===== config.mk =====
export PLATFORM = sky130hd
export DESIGN_NAME = pmsc_top
export DESIGN_NICKNAME = d
export VERILOG_FILES = /design/src/rtl/pmsc_pkg.sv /design/src/rtl/pmsc_sleep_if.sv /design/src/rtl/pmsc_sleep_timer.sv /design/src/rtl/pmsc_tick.sv /design/src/rtl/pmsc_top.sv
export VERILOG_INCLUDE_DIRS = /design/src /design/src/rtl
export SDC_FILE = /design/constraint.sdc
export NUM_CORES = 1
export LEC_CHECK = 0
export BUFFER_PORTS_ARGS = -buffer_cell sky130_fd_sc_hd__buf_2
export CAP_MARGIN = 10
export CORE_MARGIN = 4
export CORE_UTILIZATION = 47
export CTS_BUF_LIST = sky130_fd_sc_hd__clkbuf_4
export DETAILED_ROUTE_END_ITERATION = 12
export PLACE_DENSITY = 0.78
export SLEW_MARGIN = 40
export SYNTH_ARGS = -nofsm -noshare
export SYNTH_HDL_FRONTEND = slang
export SYNTH_SLANG_ARGS = --single-unit

===== constraint.sdc =====
create_clock -name aclk -period 2.2 [get_ports aclk]
set_input_delay 0.22 -clock aclk [delete_from_list [all_inputs] [get_ports aclk]]
set_output_delay 0.22 -clock aclk [all_outputs]
set_load 0.01 [all_outputs]

===== src/rtl/pmsc_map.svh =====
// register offsets, field positions, reset values and timing constants
`ifndef PMSC_MAP_SVH
`define PMSC_MAP_SVH

// register indices, byte address is four times the index
`define PMSC_IDX_PDC1 8'h0E
`define PMSC_IDX_SDC 8'h0F
`define PMSC_IDX_STAT 8'h7F

// field positions
`define PMSC_PLL_BIT 5
`define PMSC_MODE_MSB 4
`define PMSC_MODE_LSB 3
`define PMSC_STAT_SLEEP_BIT 0
`define PMSC_STAT_COUNT_BIT 1
`define PMSC_STAT_PLLPD_BIT 2

// reset values
`define PMSC_PLL_RST 1'h0
`define PMSC_MODE_RST 2'h0
`define PMSC_GST_RST 8'h50

// timing: go-sleep unit in ms, clock rate in kHz
`define PMSC_TICK_MS 20
`define PMSC_CLK_KHZ 40000

// bus responses
`define PMSC_RESP_OKAY 2'h0
`define PMSC_RESP_SLVERR 2'h2

`endif


===== src/rtl/pmsc_pkg.sv =====
// types shared by the power mode and sleep control block
package pmsc_pkg;

  typedef enum logic [1:0] {
    PMSC_MODE_NORMAL = 2'h0,
    PMSC_MODE_ENERGY = 2'h1,
    PMSC_MODE_SOFTPD = 2'h2,
    PMSC_MODE_SAVING = 2'h3
  } pmsc_mode_t;

  typedef enum logic [1:0] {
    PMSC_ST_ACTIVE = 2'h0,
    PMSC_ST_COUNT = 2'h1,
    PMSC_ST_SLEEP = 2'h3
  } pmsc_state_t;

endpackage : pmsc_pkg


===== src/rtl/pmsc_sleep_if.sv =====
// carrier between controller, tick generator and no-energy timer
`timescale 1ns/1ps
interface pmsc_sleep_if;
  logic clear;
  logic tick;
  logic [7:0] go_sleep_time;
  logic expired;

  modport ctrl_mp (output clear, output go_sleep_time, input expired);
  modport tick_mp (input clear, output tick);
  modport timer_mp (input clear, input tick, input go_sleep_time,
                    output expired);
endinterface : pmsc_sleep_if


===== src/rtl/pmsc_sleep_timer.sv =====
// counts whole no-energy units against the go-sleep time
`timescale 1ns/1ps
module pmsc_sleep_timer (
  input wire logic aclk,
  input wire logic aresetn,
  pmsc_sleep_if.timer_mp sif
);
  import pmsc_pkg::*;

  logic [7:0] units_ff;

  always_ff @(posedge aclk) begin
    if (!aresetn || sif.clear) begin
      units_ff <= 8'h00;
    end else if (sif.tick && units_ff != 8'hFF) begin
      units_ff <= units_ff + 8'h01;
    end
  end

  assign sif.expired = (units_ff >= sif.go_sleep_time);
endmodule : pmsc_sleep_timer


===== src/rtl/pmsc_tick.sv =====
// unit tick generator, one pulse per go-sleep time unit
`timescale 1ns/1ps
module pmsc_tick #(
  parameter int TICK_CYCLES = 800000
) (
  input wire logic aclk,
  input wire logic aresetn,
  pmsc_sleep_if.tick_mp sif
);
  import pmsc_pkg::*;

  localparam int CW = $clog2(TICK_CYCLES + 1);

  logic [CW-1:0] cyc_ff;
  logic at_end;

  assign at_end = (cyc_ff == CW'(TICK_CYCLES - 1));

  // restarts with the measurement so every unit is whole
  always_ff @(posedge aclk) begin
    if (!aresetn || sif.clear || at_end) begin
      cyc_ff <= '0;
    end else begin
      cyc_ff <= cyc_ff + CW'(1);
    end
  end

  assign sif.tick = at_end && !sif.clear;
endmodule : pmsc_tick


===== src/rtl/pmsc_top.sv =====
// power management mode and go-sleep control with AXI4-Lite registers
// ==========================================================
`timescale 1ns/1ps
`include "pmsc_map.svh"
module pmsc_top #(
  parameter int ADDR_W = 12,
  parameter int TICK_CYCLES = `PMSC_TICK_MS * `PMSC_CLK_KHZ
) (
  input wire logic aclk,
  input wire logic aresetn,
  input wire logic [ADDR_W-1:0] s_axi_awaddr,
  input wire logic [2:0] s_axi_awprot,
  input wire logic s_axi_awvalid,
  output logic s_axi_awready,
  input wire logic [31:0] s_axi_wdata,
  input wire logic [3:0] s_axi_wstrb,
  input wire logic s_axi_wvalid,
  output logic s_axi_wready,
  output logic [1:0] s_axi_bresp,
  output logic s_axi_bvalid,
  input wire logic s_axi_bready,
  input wire logic [ADDR_W-1:0] s_axi_araddr,
  input wire logic [2:0] s_axi_arprot,
  input wire logic s_axi_arvalid,
  output logic s_axi_arready,
  output logic [31:0] s_axi_rdata,
  output logic [1:0] s_axi_rresp,
  output logic s_axi_rvalid,
  input wire logic s_axi_rready,
  input wire logic energy_seen,
  output pmsc_pkg::pmsc_mode_t pm_mode,
  output logic low_power,
  output logic pll_power_down,
  output logic soft_power_down,
  output logic power_saving
);
  import pmsc_pkg::*;

  // ==========================================================
  // address decode
  // ==========================================================
  // word index of an aligned address below 1024, 8'h00 and bad flag otherwise
  function automatic logic [8:0] reg_index(input logic [ADDR_W-1:0] a);
    logic [8:0] r;
    r = 9'h100;
    if (a[1:0] == 2'h0 && (a >> 10) == '0) begin
      r = {1'b0, a[9:2]};
    end
    return r;
  endfunction : reg_index

  // true when a decoded index selects the given register
  function automatic logic idx_is(input logic [8:0] idx,
                                  input logic [7:0] sel);
    return idx == {1'b0, sel};
  endfunction : idx_is

  function automatic logic is_mapped(input logic [8:0] idx);
    return idx_is(idx, `PMSC_IDX_PDC1) || idx_is(idx, `PMSC_IDX_SDC)
        || idx_is(idx, `PMSC_IDX_STAT);
  endfunction : is_mapped

  // ==========================================================
  // registers
  // ==========================================================
  logic pll_pd_off_ff;
  pmsc_mode_t mode_ff;
  logic [7:0] go_sleep_ff;
  pmsc_state_t state_ff;
  pmsc_state_t nxt_state;

  // ==========================================================
  // write channel
  // ==========================================================
  logic aw_held_ff;
  logic w_held_ff;
  logic [ADDR_W-1:0] awaddr_ff;
  logic [31:0] wdata_ff;
  logic [3:0] wstrb_ff;
  logic bvalid_ff;
  logic [1:0] bresp_ff;
  logic do_write;
  logic [8:0] widx;

  assign s_axi_awready = !aw_held_ff && !bvalid_ff;
  assign s_axi_wready = !w_held_ff && !bvalid_ff;
  // commit once address and data are held and no response waits
  assign do_write = aw_held_ff && w_held_ff && !bvalid_ff;
  assign widx = reg_index(awaddr_ff);

  always_ff @(posedge aclk) begin
    if (!aresetn) begin
      aw_held_ff <= 1'b0;
      awaddr_ff <= '0;
    end else if (s_axi_awvalid && s_axi_awready) begin
      aw_held_ff <= 1'b1;
      awaddr_ff <= s_axi_awaddr;
    end else if (do_write) begin
      aw_held_ff <= 1'b0;
    end
  end

  always_ff @(posedge aclk) begin
    if (!aresetn) begin
      w_held_ff <= 1'b0;
      wdata_ff <= 32'h0000_0000;
      wstrb_ff <= 4'h0;
    end else if (s_axi_wvalid && s_axi_wready) begin
      w_held_ff <= 1'b1;
      wdata_ff <= s_axi_wdata;
      wstrb_ff <= s_axi_wstrb;
    end else if (do_write) begin
      w_held_ff <= 1'b0;
    end
  end

  always_ff @(posedge aclk) begin
    if (!aresetn) begin
      bvalid_ff <= 1'b0;
      bresp_ff <= `PMSC_RESP_OKAY;
    end else if (do_write) begin
      bvalid_ff <= 1'b1;
      bresp_ff <= is_mapped(widx) ? `PMSC_RESP_OKAY : `PMSC_RESP_SLVERR;
    end else if (s_axi_bready) begin
      bvalid_ff <= 1'b0;
    end
  end

  assign s_axi_bvalid = bvalid_ff;
  assign s_axi_bresp = bresp_ff;

  // control 1: pll power down disable and mode, other bits read zero
  always_ff @(posedge aclk) begin
    if (!aresetn) begin
      pll_pd_off_ff <= `PMSC_PLL_RST;
      mode_ff <= pmsc_mode_t'(`PMSC_MODE_RST);
    end else if (do_write && idx_is(widx, `PMSC_IDX_PDC1)
                 && wstrb_ff[0]) begin
      pll_pd_off_ff <= wdata_ff[`PMSC_PLL_BIT];
      mode_ff <= pmsc_mode_t'(
        wdata_ff[`PMSC_MODE_MSB:`PMSC_MODE_LSB]);
    end
  end

  // control 2: go-sleep time in 20 ms units
  always_ff @(posedge aclk) begin
    if (!aresetn) begin
      go_sleep_ff <= `PMSC_GST_RST;
    end else if (do_write && idx_is(widx, `PMSC_IDX_SDC)
                 && wstrb_ff[0]) begin
      go_sleep_ff <= wdata_ff[7:0];
    end
  end

  // ==========================================================
  // read channel
  // ==========================================================
  logic rvalid_ff;
  logic [31:0] rdata_ff;
  logic [1:0] rresp_ff;
  logic [8:0] ridx;
  logic [31:0] rd_word;

  assign s_axi_arready = !rvalid_ff;
  assign ridx = reg_index(s_axi_araddr);

  // read word: control 1, control 2 or status (sleeping, counting, pll powered down)
  always_comb begin
    rd_word = 32'h0000_0000;
    if (idx_is(ridx, `PMSC_IDX_PDC1)) begin
      rd_word[`PMSC_PLL_BIT] = pll_pd_off_ff;
      rd_word[`PMSC_MODE_MSB:`PMSC_MODE_LSB] = mode_ff;
    end else if (idx_is(ridx, `PMSC_IDX_SDC)) begin
      rd_word[7:0] = go_sleep_ff;
    end else if (idx_is(ridx, `PMSC_IDX_STAT)) begin
      rd_word[`PMSC_STAT_SLEEP_BIT] = low_power;
      rd_word[`PMSC_STAT_COUNT_BIT] = (state_ff == PMSC_ST_COUNT);
      rd_word[`PMSC_STAT_PLLPD_BIT] = pll_power_down;
    end
  end

  always_ff @(posedge aclk) begin
    if (!aresetn) begin
      rvalid_ff <= 1'b0;
      rdata_ff <= 32'h0000_0000;
      rresp_ff <= `PMSC_RESP_OKAY;
    end else if (s_axi_arvalid && s_axi_arready) begin
      rvalid_ff <= 1'b1;
      rdata_ff <= rd_word;
      rresp_ff <= is_mapped(ridx) ? `PMSC_RESP_OKAY : `PMSC_RESP_SLVERR;
    end else if (s_axi_rready) begin
      rvalid_ff <= 1'b0;
    end
  end

  assign s_axi_rvalid = rvalid_ff;
  assign s_axi_rdata = rdata_ff;
  assign s_axi_rresp = rresp_ff;

  // ==========================================================
  // no-energy measurement
  // ==========================================================
  // tick and unit count restart together with every measurement
  pmsc_sleep_if sif ();

  pmsc_tick #(
    .TICK_CYCLES(TICK_CYCLES)
  ) u_tick (
    .aclk(aclk),
    .aresetn(aresetn),
    .sif(sif.tick_mp)
  );

  pmsc_sleep_timer u_timer (
    .aclk(aclk),
    .aresetn(aresetn),
    .sif(sif.timer_mp)
  );

  logic energy_mode;

  assign energy_mode = (mode_ff == PMSC_MODE_ENERGY);
  assign sif.clear = (state_ff != PMSC_ST_COUNT);
  assign sif.go_sleep_time = go_sleep_ff;

  // ==========================================================
  // sleep state machine
  // ==========================================================
  // energy or leaving energy detection ends low power at once
  always_comb begin
    nxt_state = state_ff;
    unique case (state_ff)
      PMSC_ST_ACTIVE: begin
        if (energy_mode && !energy_seen) begin
          nxt_state = PMSC_ST_COUNT;
        end
      end
      PMSC_ST_COUNT: begin
        if (!energy_mode || energy_seen) begin
          nxt_state = PMSC_ST_ACTIVE;
        end else if (sif.expired) begin
          nxt_state = PMSC_ST_SLEEP;
        end
      end
      PMSC_ST_SLEEP: begin
        if (!energy_mode || energy_seen) begin
          nxt_state = PMSC_ST_ACTIVE;
        end
      end
      default: begin
        nxt_state = PMSC_ST_ACTIVE;
      end
    endcase
  end

  always_ff @(posedge aclk) begin
    if (!aresetn) begin
      state_ff <= PMSC_ST_ACTIVE;
    end else begin
      state_ff <= nxt_state;
    end
  end

  // ==========================================================
  // power outputs
  // ==========================================================
  logic low_power_ff;
  logic pll_pd_ff;
  logic soft_pd_ff;
  logic saving_ff;
  pmsc_mode_t pm_mode_ff;

  // low power and pll outputs follow the next state so they move with it, mode outputs follow mode_ff
  always_ff @(posedge aclk) begin
    if (!aresetn) begin
      low_power_ff <= 1'b0;
      pll_pd_ff <= 1'b0;
      soft_pd_ff <= 1'b0;
      saving_ff <= 1'b0;
      pm_mode_ff <= PMSC_MODE_NORMAL;
    end else begin
      low_power_ff <= (nxt_state == PMSC_ST_SLEEP);
      pll_pd_ff <= (nxt_state == PMSC_ST_SLEEP) && energy_mode
                   && !pll_pd_off_ff;
      soft_pd_ff <= (mode_ff == PMSC_MODE_SOFTPD);
      saving_ff <= (mode_ff == PMSC_MODE_SAVING);
      pm_mode_ff <= mode_ff;
    end
  end

  assign low_power = low_power_ff;
  assign pll_power_down = pll_pd_ff;
  assign soft_power_down = soft_pd_ff;
  assign power_saving = saving_ff;
  assign pm_mode = pm_mode_ff;
endmodule : pmsc_top


==> results.toml, run 1 <==
[placed_design]
place_congestion = 0.913
portBuffers = 61
dpl.hpwl_mm = 5.51

[clocking]
clk_pin_slew_ps = 140
htreeDepth = 3
clk-insertion-delay-late_ps = 430
clock_path_buffers = 2
root_buffer = "clkbuf_4"
numCtsBuffers = 9
cts_tree = "built"
cts.sinks = 82

[die]
start_util_pct = 48.2
die_x_um = 96.8
io_pins = 121
die_y_um = 96.8
rows = 32
dieArea_um2 = 9380
coreArea_um2 = 7690

[setup_path]
rr_worst_depth = 5
crit_type = "flip-flop to flip-flop"
rr_startpoint = "u_tick.cyc_ff[15]$_SDFF_PP0_"
r2r_setup_slack_ps = 40
crit_start = "u_tick.cyc_ff[15]$_SDFF_PP0_"
cp_data_arrival_time_ps = 2530
cp-start-kind = "flip-flop"
critPathCapture = "u_timer.units_ff[5]$_SDFFE_PP0P_"
r2r_end = "u_timer.units_ff[5]$_SDFFE_PP0P_"
worst_setup_path_end_kind = "flip-flop"
crit_fanout = 5
cp.required_ps = 2570

[power_and_ir_drop]
internal_power_uw = 1980
power_frac_comb_pct = 7.4
p_sw_uw = 696
p_clk_share_pct = 34.9
leakage_uw = 0.00184
power.share.switching_pct = 26.1
total_power_uw = 2670
vdd_drop_max_mv = 0.400
pwr-share-seq_pct = 57.7
power_density_nw_per_um2 = 605

[sta]
slew_headroom_pct = 66.9
tns_ps = 0
tightest_slew_ps = 493
min_period_ps = 2160
fin_hold_ws_ps = 28.2
setup_viol = 0
finalHoldViolCount = 0
drv_slew = 0
fin_crit_sh_pct = 98.1
finalClockSkew_ps = 20.4
max_freq_mhz = 463

[logic_synthesis]
ys_seq_elements = 82
syn_area_per_cell_um2 = 8.71
synth.distinct_cells = 43
syn_inst = 426
yosysSeqAreaShare_pct = 44.3
syn-cell-area_um2 = 3710
ys_warn_count = 0

[routing]
wl_mm = 7.49
drtIter0Drc = 71
ant_nets = 0
first_pass_iters = 4
routed_via_density = 4.96
wire_per_inst_um = 12.1
drc = 0
vias = 3066

[global_route]
overflow = 0
grt_pass1_vias = 2800
grt_pass1_wl_mm = 12.4
antenna_found_initial = 0
grtUsageTotal_pct = 15.8
grt_max_degree = 38

[layout]
area_delta_synth_final_pct = 19.1
drive_above_1_share_pct = 19.4
fin_util_pct = 57.5
nFillCells = 687
n_antenna_cell = 0
nets = 595

[min_path]
min_from = "s_axi_awaddr[5]"
worstHoldPathType = "input pin to flip-flop"

[run]
maxCapViolCount = 0

[status]
status = "finished clean"
-- flip-flops by register name, summed over array words and instances, names as in the netlist, 2 cells and up --
signal            count
awaddr_ff            12
u_tick.cyc_ff        20
go_sleep_ff           8
pm_mode               2
mode_ff               2
state_ff              2
s_axi_rdata           8
wdata_ff              8
u_timer.units_ff      8
-- worst max-delay path, stage by stage (launching register included) --
cell and delay, ps:
dfxtp_2 340, or4b_1 520, or4_4 500, or2_4 260, or3_4 370, a21oi_2 120
-- timing repair --
| item | CTS | global route |
|---|---|---|
| buffers inserted | 1 | 0 |
| pin swaps | 0 | 2 |
| gates resized for setup | 2 | 5 |
| hold buffers | 7 | 6 |
| endpoints found under the setup margin | 1 | 5 |
| hold endpoints to repair | 6 | 6 |
-- through the flow --
stage	worst slack (ps)	area (um2)	cells
2_1_floorplan	6.61	3800	451
3_3_place_gp	37.0	4100	588
3_5_place_dp	-1.27	4100	588
4_1_cts	4.09	4330	612
5_1_grt	-3.55	4420	618
6_report	41.3	4420	618
-- power groups by stage --
stage	Sequential, uW	Combinational (uW)	Clock, uW
after floorplan	1570	146	0
after global placement	1570	173	0
after detailed placement	1570	178	0
after CTS	1540	189	958
after global routing	1550	223	1030
final	1540	197	933
-- cell type report --
class                      count  area [um2]  area share [%]
clock buffer                   9        67.6            1.53
clock inverter                 7        83.8            1.90
inverter                      17        63.8            1.44
multi-input combinational    313        1880            42.5
sequential                    82        1640            37.2
tap                          102         128            2.89
timing repair buffer          88         553            12.5
-- synth_stat cells (all sizes together) --
master,instances,area (um2)
a2111oi,1,8.76
a211o,1,8.76
a211oi,1,7.51
a21boi,27,203
a21o,1,7.51
a21oi,5,25.0
a22oi,5,37.5
a31oi,2,12.5
and2,7,43.8
and3,9,56.3
and4,1,8.76
and4b,2,20.0
buf,27,200
clkbuf,12,45.0
conb,1,3.75
dfxtp,82,1640
ha,10,125
inv,17,63.8
mux2i,12,120
nand2,66,248
nand2b,6,37.5
nand3,15,75.1
nand3b,1,7.51
nand4,8,50.1
nand4b,2,17.5
nor2,33,124
nor2b,9,56.3
nor3,12,60.1
nor3b,1,7.51
nor4,4,25.0
o2111ai,1,8.76
o211a,1,10.0
o21ai,10,50.1
o221ai,1,8.76
or2,2,15.0
or3,3,18.8
or4,2,15.0
or4b,2,20.0
or4bb,2,22.5
xnor2,10,87.6
xor2,12,105
-- logic make-up (layout without fill, tap and decap cells) --
| logic type | count (synthesis) | count (layout) | synth area share, % |
|---|---|---|---|
| flip-flops | 82 | 82 | 44.3 |
| adder cells (fa/ha/maj) | 10 | 10 | 3.37 |
| AND/OR/NAND/NOR | 187 | 187 | 25.0 |
| buffers and inverters | 56 | 121 | 8.33 |
| XOR/XNOR | 22 | 22 | 5.20 |
| AO/OA/AOI/OAI | 56 | 56 | 10.5 |
| multiplexers | 12 | 12 | 3.24 |
| other | 1 | 26 | 0.101 |
-- routing by layer --
| metal | vias to the layer above | global-route usage, % | routed length [um] |
|---|---|---|---|
| li1 | 1563 | - | - |
| met1 | 1397 | 18.2 | 3190 |
| met2 | 94 | 26.4 | 3660 |
| met3 | 12 | 5.91 | 533 |
| met4 | 0 | 6.26 | 106 |
| met5 | - | 0 | 0 |
-- how the worst min path moves through the flow --
stage / endpoint / depth (start not counted)
6_report: awaddr_ff[5]$_SDFFE_PN0P_ / 3
3_5_place_dp: state_ff[0]$_SDFF_PN0_ / 2
4_1_cts: wdata_ff[5]$_SDFFE_PN0P_ / 3
2_1_floorplan: state_ff[0]$_SDFF_PN0_ / 1
3_3_place_gp: state_ff[0]$_SDFF_PN0_ / 2
5_1_grt: awaddr_ff[5]$_SDFFE_PN0P_ / 3
-- cells in the final DEF, fill, tap and decap left out, types with 3 or more instances in the layout --
cell type       n
dfxtp_1        80
a21oi_1         4
nor2b_1         9
nand4_1         8
and2_1          7
xnor2_1        10
inv_6           3
nor2_1         33
nand2_1        66
dlygate4sd3_1  13
o21ai_0        10
nand2b_1        6
inv_1          17
mux2i_1        12
a21boi_0       27
buf_4          13
ha_1           10
xor2_1         12
clkbuf_4        9
nand3_1        15
a22oi_1         5
nor3_1         12
buf_2          61
conb_1         26
and3_1          9
Power figures use the tool's default switching activity.
==> run 2: changes to the inputs <==
Settings changed: CORE_UTILIZATION 47 to 48, PLACE_DENSITY 0.78 to 0.79, SYNTH_HIERARCHICAL from default to 1.
==> results.toml, run 2 <==
[layout]
nets = 604
mostFrequentLayoutCells = "81 x dfxtp_1, 79 x nand2_1, 61 x buf_2"
area_delta_synth_final_pct = 13.5
top_register = "u_tick/cyc_ff"
nFillCells = 697
drive_above_1_share_pct = 20.0
layout_commonest_cell = "dfxtp_1"
largestRegisters = "u_tick/cyc_ff x20, awaddr_ff x12"
largest_reg_flops = 20
n_antenna_cell = 0

[sta]
rsz0062_at_grt = "yes"
setup_viol = 0
worst_slack_ps = 2.53
finalHoldViolCount = 0
max_freq_mhz = 455
slew_headroom_pct = 55.9
fin_crit_sh_pct = 99.9
drv_slew = 0
min_period_ps = 2200
tightest_slew_ps = 655
tns_ps = 0
finalClockSkew_ps = 22.5

[die]
rows = 32
coreArea_um2 = 7810
die_x_um = 98.2
die_y_um = 98.2
dieArea_um2 = 9640
io_pins = 121
start_util_pct = 50.0

[power_and_ir_drop]
power_density_nw_per_um2 = 556
leakage_uw = 0.00180
vdd_drop_max_mv = 0.416

[routing]
ant_nets = 0
vias = 3225
wl_mm = 7.94
drtIter0Drc = 181
wire_per_inst_um = 12.7
first_pass_iters = 4
drc = 0
routed_via_density = 5.15

[min_path]
whs_endpoint = "wdata_ff[6]$_SDFFE_PN0P_"
worstHoldPathType = "input pin to flip-flop"
min_from = "s_axi_wdata[6]"
min_path_cells = 3

[logic_synthesis]
yosysSeqAreaShare_pct = 42.0
synth_edf_count = 0
async_reset_ff_share_pct = 0
synth.distinct_cells = 53
syn_inst = 450
ys_warn_count = 6
synth_top_area_share_pct = 42.0
ys_seq_elements = 82
synthTopCellsByArea = "dfxtp_1 42%, nand2_1 7.6%, buf_4 5.4%, a21boi_0 5.0%, mux2i_1 4.4%"
syn-cell-area_um2 = 3900
synth_most_common_cell = "dfxtp_1"
synth_flop_cell = "dfxtp_1"
syn_area_per_cell_um2 = 8.68
synth_common_cells = "82 x dfxtp_1, 79 x nand2_1, 28 x buf_4"
yosysTopAreaCell = "dfxtp_1"

[setup_path]
rr_startpoint = "u_tick/cyc_ff[11]$_SDFF_PP0_"
worst_setup_path_end_kind = "flip-flop"
rr_worst_depth = 8
cp-start-kind = "flip-flop"
crit_fanout = 4
r2r_end = "u_timer/units_ff[3]$_SDFFE_PP0P_"
crit_start = "u_tick/cyc_ff[11]$_SDFF_PP0_"
crit_type = "flip-flop to flip-flop"
cp.required_ps = 2550
cp_data_arrival_time_ps = 2550
r2r_setup_slack_ps = 3

[clocking]
root_buffer = "clkbuf_4"
cts.sinks = 82
cts_tree = "built"
clock_path_buffers = 2
clk_pin_slew_ps = 130
htreeDepth = 3
numCtsBuffers = 9
clk-insertion-delay-late_ps = 420

[global_route]
grt_pass1_wl_mm = 13.2
antenna_found_initial = 0
grt_max_degree = 44
grt_pass1_vias = 2945
grtUsageTotal_pct = 16.4
overflow = 0

[placed_design]
place_congestion = 0.833
place_ws_ps = -3.51
dpl.hpwl_mm = 5.92
portBuffers = 61

[run]
maxCapViolCount = 0

[status]
status = "finished clean"
## run 2: final cells by class
class / instances / area (um2) / share of cell area [%]
Timing Repair Buffer: 78 / 448 / 10.1
Clock buffer: 9 / 67.6 / 1.52
Clock inverter: 6 / 42.5 / 0.960
Multi-Input combinational cell: 327 / 2020 / 45.6
Tap cell: 102 / 128 / 2.88
Sequential cell: 82 / 1640 / 37.1
Inverter: 22 / 82.6 / 1.86
## run 2: through the flow
step / hold WS (ps) / total power, uW / cells / utilization [%] / cell area, um2
floorplan: 299 / 1730 / 475 / - / 4010
global route: 1.96 / 2590 / 626 / 56.7 / 4430
CTS: 1.62 / 2490 / 622 / 56.2 / 4380
finish: 30.8 / 2460 / 626 / 56.7 / 4430
global placement: 424 / 1750 / 604 / 54.1 / 4220
detailed placement: 422 / 1760 / 604 / 54.1 / 4220
## run 2: metal layers
metal  share of wire, %  up-vias  wire length, um  GRT usage, %
li1                   -     1646                -             -
met1                 45     1493             3560          20.8
met5                  0        -                0             0
met3                5.7        5              453          4.50
met4               0.65        0               52          5.36
met2                 49       81             3880          27.0
## run 2: worst max path at each step
stage / slack [ps] / endpoint / cells past startpoint
final: 3 / u_timer/units_ff[3]$_SDFFE_PP0P_ / 8
after detailed placement: -4 / u_timer/units_ff[6]$_SDFFE_PP0P_ / 7
after CTS: -30 / u_timer/units_ff[3]$_SDFFE_PP0P_ / 8
after floorplan: 20 / u_timer/units_ff[6]$_SDFFE_PP0P_ / 7
after global placement: 7 / u_timer/units_ff[6]$_SDFFE_PP0P_ / 7
after global routing: -100 / u_timer/units_ff[3]$_SDFFE_PP0P_ / 8
## run 2: critical path, stage by stage (launching register included)
cell	delay, ps
dfxtp_1	340
or4_4	540
nor4_4	180
nand3_1	130
nor2_2	180
buf_4	150
nand4_1	180
a2111o_1	380
o21ai_1	70
## run 2: what timing repair did
action / 4_1_cts / 5_1_grt
buffers inserted: 1 / 0
hold buffers: 2 / 4
endpoints found under the hold margin: 4 / 4
pin swaps: 0 / 5
resized for setup: 5 / 2
setup endpoints to repair: 3 / 7
gates cloned: 0 / 0
## run 2: cell families after synthesis
kind of cell | Yosys count | synth area share (%)
mux | 17 | 4.36
simple gates | 187 | 24.7
buf+inv | 66 | 9.61
flops | 82 | 42.0
fa+ha+maj | 10 | 3.20
xor+xnor | 11 | 2.47
compound gates | 76 | 13.5
other cells | 1 | 0.0960
## run 2: report_power, final
part | internal [uW] | switching (uW)
sequential | 1520 | 22.2
combinational | 80.8 | 114
clock | 228 | 500
total | 1830 | 636
==> run 3: changes to the inputs <==
Settings changed: PLACE_DENSITY 0.79 to 0.84.
==> results.toml, run 3 (synthesis gave the netlist of run 2 again) <==
[status]
status = "complete, but fails checks"
violations = "setup timing"

[global_route]
antenna_found_initial = 0
grt_max_degree = 46
grtUsageTotal_pct = 16.5
grt_pass1_wl_mm = 13.3
overflow = 0
grt_pass1_vias = 3042

[routing]
ant_nets = 0
wire_per_inst_um = 13.0
drtIter0Drc = 169
wl_mm = 8.26
vias = 3324
routed_via_density = 5.23
first_pass_iters = 4
drc = 0

[sta]
min_period_ps = 2200
setup_viol = 2
max_freq_mhz = 454
finalClockSkew_ps = 18.4
finalHoldViolCount = 0
fin_crit_sh_pct = 100
slew_headroom_pct = 49.5
tightest_slew_ps = 750
drv_slew = 0
tns_ps = -7.90
rsz0062_at_grt = "yes"
worst_slack_ps = -4.34

[min_path]
min_path_cells = 3
worstHoldPathType = "input pin to flip-flop"

[clocking]
root_buffer = "clkbuf_4"
htreeDepth = 3
cts.sinks = 82
cts_tree = "built"
clock_path_buffers = 2
clk_pin_slew_ps = 140
clk-insertion-delay-late_ps = 430
numCtsBuffers = 9

[setup_path]
crit_fanout = 3
cp-start-kind = "flip-flop"
crit_type = "flip-flop to flip-flop"
rr_worst_depth = 8
cp.required_ps = 2560
cp_data_arrival_time_ps = 2560
worst_setup_path_end_kind = "flip-flop"

[layout]
nets = 612
drive_above_1_share_pct = 22.0
top_register = "u_tick/cyc_ff"
layout_commonest_cell = "dfxtp_1"
n_antenna_cell = 0
largestRegisters = "u_tick/cyc_ff x20, awaddr_ff x12"
fin_cells = 635
mostFrequentLayoutCells = "80 x dfxtp_1, 79 x nand2_1, 61 x buf_2"
largest_reg_flops = 20
area_delta_synth_final_pct = 17.4

[die]
rows = 32
start_util_pct = 50.0
die_x_um = 98.2
io_pins = 121
die_y_um = 98.2
dieArea_um2 = 9640
coreArea_um2 = 7810

[run]
maxCapViolCount = 0

[placed_design]
dpl.hpwl_mm = 6.02
portBuffers = 61
place_inst = 605
place_congestion = 0.859

[power_and_ir_drop]
power_density_nw_per_um2 = 601
vdd_drop_max_mv = 0.450
leakage_uw = 0.00187
[run 3: cell count changes in the layout (fill, tap and decap cells not counted), moves of 2 or more]
cell,change
buf_4,+5
bufinv_16,+2
dlygate4sd3_1,+2
inv_6,+2
[run 3: layer usage]
| metal | global-route usage [%] | part of all wire (%) | vias up |
|---|---|---|---|
| li1 | - | - | 1663 |
| met1 | 20.1 | 43 | 1550 |
| met2 | 28.4 | 49 | 99 |
| met3 | 4.79 | 6.6 | 12 |
| met4 | 4.52 | 1.2 | 0 |
| met5 | 0 | 0 | - |
[run 3: critical path, stage by stage, from the launching register on]
cell	delay, ps
dfxtp_2	340
or4_4	540
nor4_4	200
nand3_2	150
nor2_4	180
buf_6	110
nand4_1	150
a211oi_2	270
mux2i_1	210
[run 3: per-stage QoR]
stage | setup WS (ps) | area [um2] | util [%] | power, uW | hold slack (ps)
after floorplan | 16.6 | 4010 | - | 1730 | 299
after global placement | -29.6 | 4230 | 54.2 | 1750 | 433
after detailed placement | -75.6 | 4230 | 54.2 | 1760 | 446
after CTS | -45.6 | 4490 | 57.5 | 2770 | 0.370
after global routing | -154 | 4590 | 58.7 | 2880 | 8.87
final | -4.34 | 4590 | 58.7 | 2750 | 15.5
[run 3: cell type report]
cell class              instances  area, um2
clock buffers                  10       75.1
clock inverters                 6       95.1
fillers                       663       3220
inverters                      22       82.6
multi-input cells             327       2040
flip-flops and latches         82       1640
well taps                     102        128
repair buffers                 86        517
[run 3: final timing paths]
kind | start | to | slack, ps
max | u_tick/cyc_ff[9]$_SDFF_PP0_ | u_timer/units_ff[5]$_SDFFE_PP0P_ | -4
min | s_axi_wdata[6] | wdata_ff[6]$_SDFFE_PN0P_ | 20
max reg2reg | u_tick/cyc_ff[9]$_SDFF_PP0_ | u_timer/units_ff[5]$_SDFFE_PP0P_ | -4
min reg2reg | wdata_ff[1]$_SDFFE_PN0P_ | go_sleep_ff[1]$_SDFFE_PN0P_ | 460
[run 3: power by group]
group,total [uW],switching [uW],internal (uW),leakage [uW]
clock network,1010,524,488,0.0000920
registers,1540,22.6,1520,0.000666
logic,201,118,83.1,0.00112
[run 3: what timing repair did]
item                                    CTS  global route
pin swaps                                 3             6
setup buffers                             4             2
hold buffers                              3             5
resized for setup                         6            10
endpoints found under the hold margin     4             5
endpoints found under the setup margin    4            10
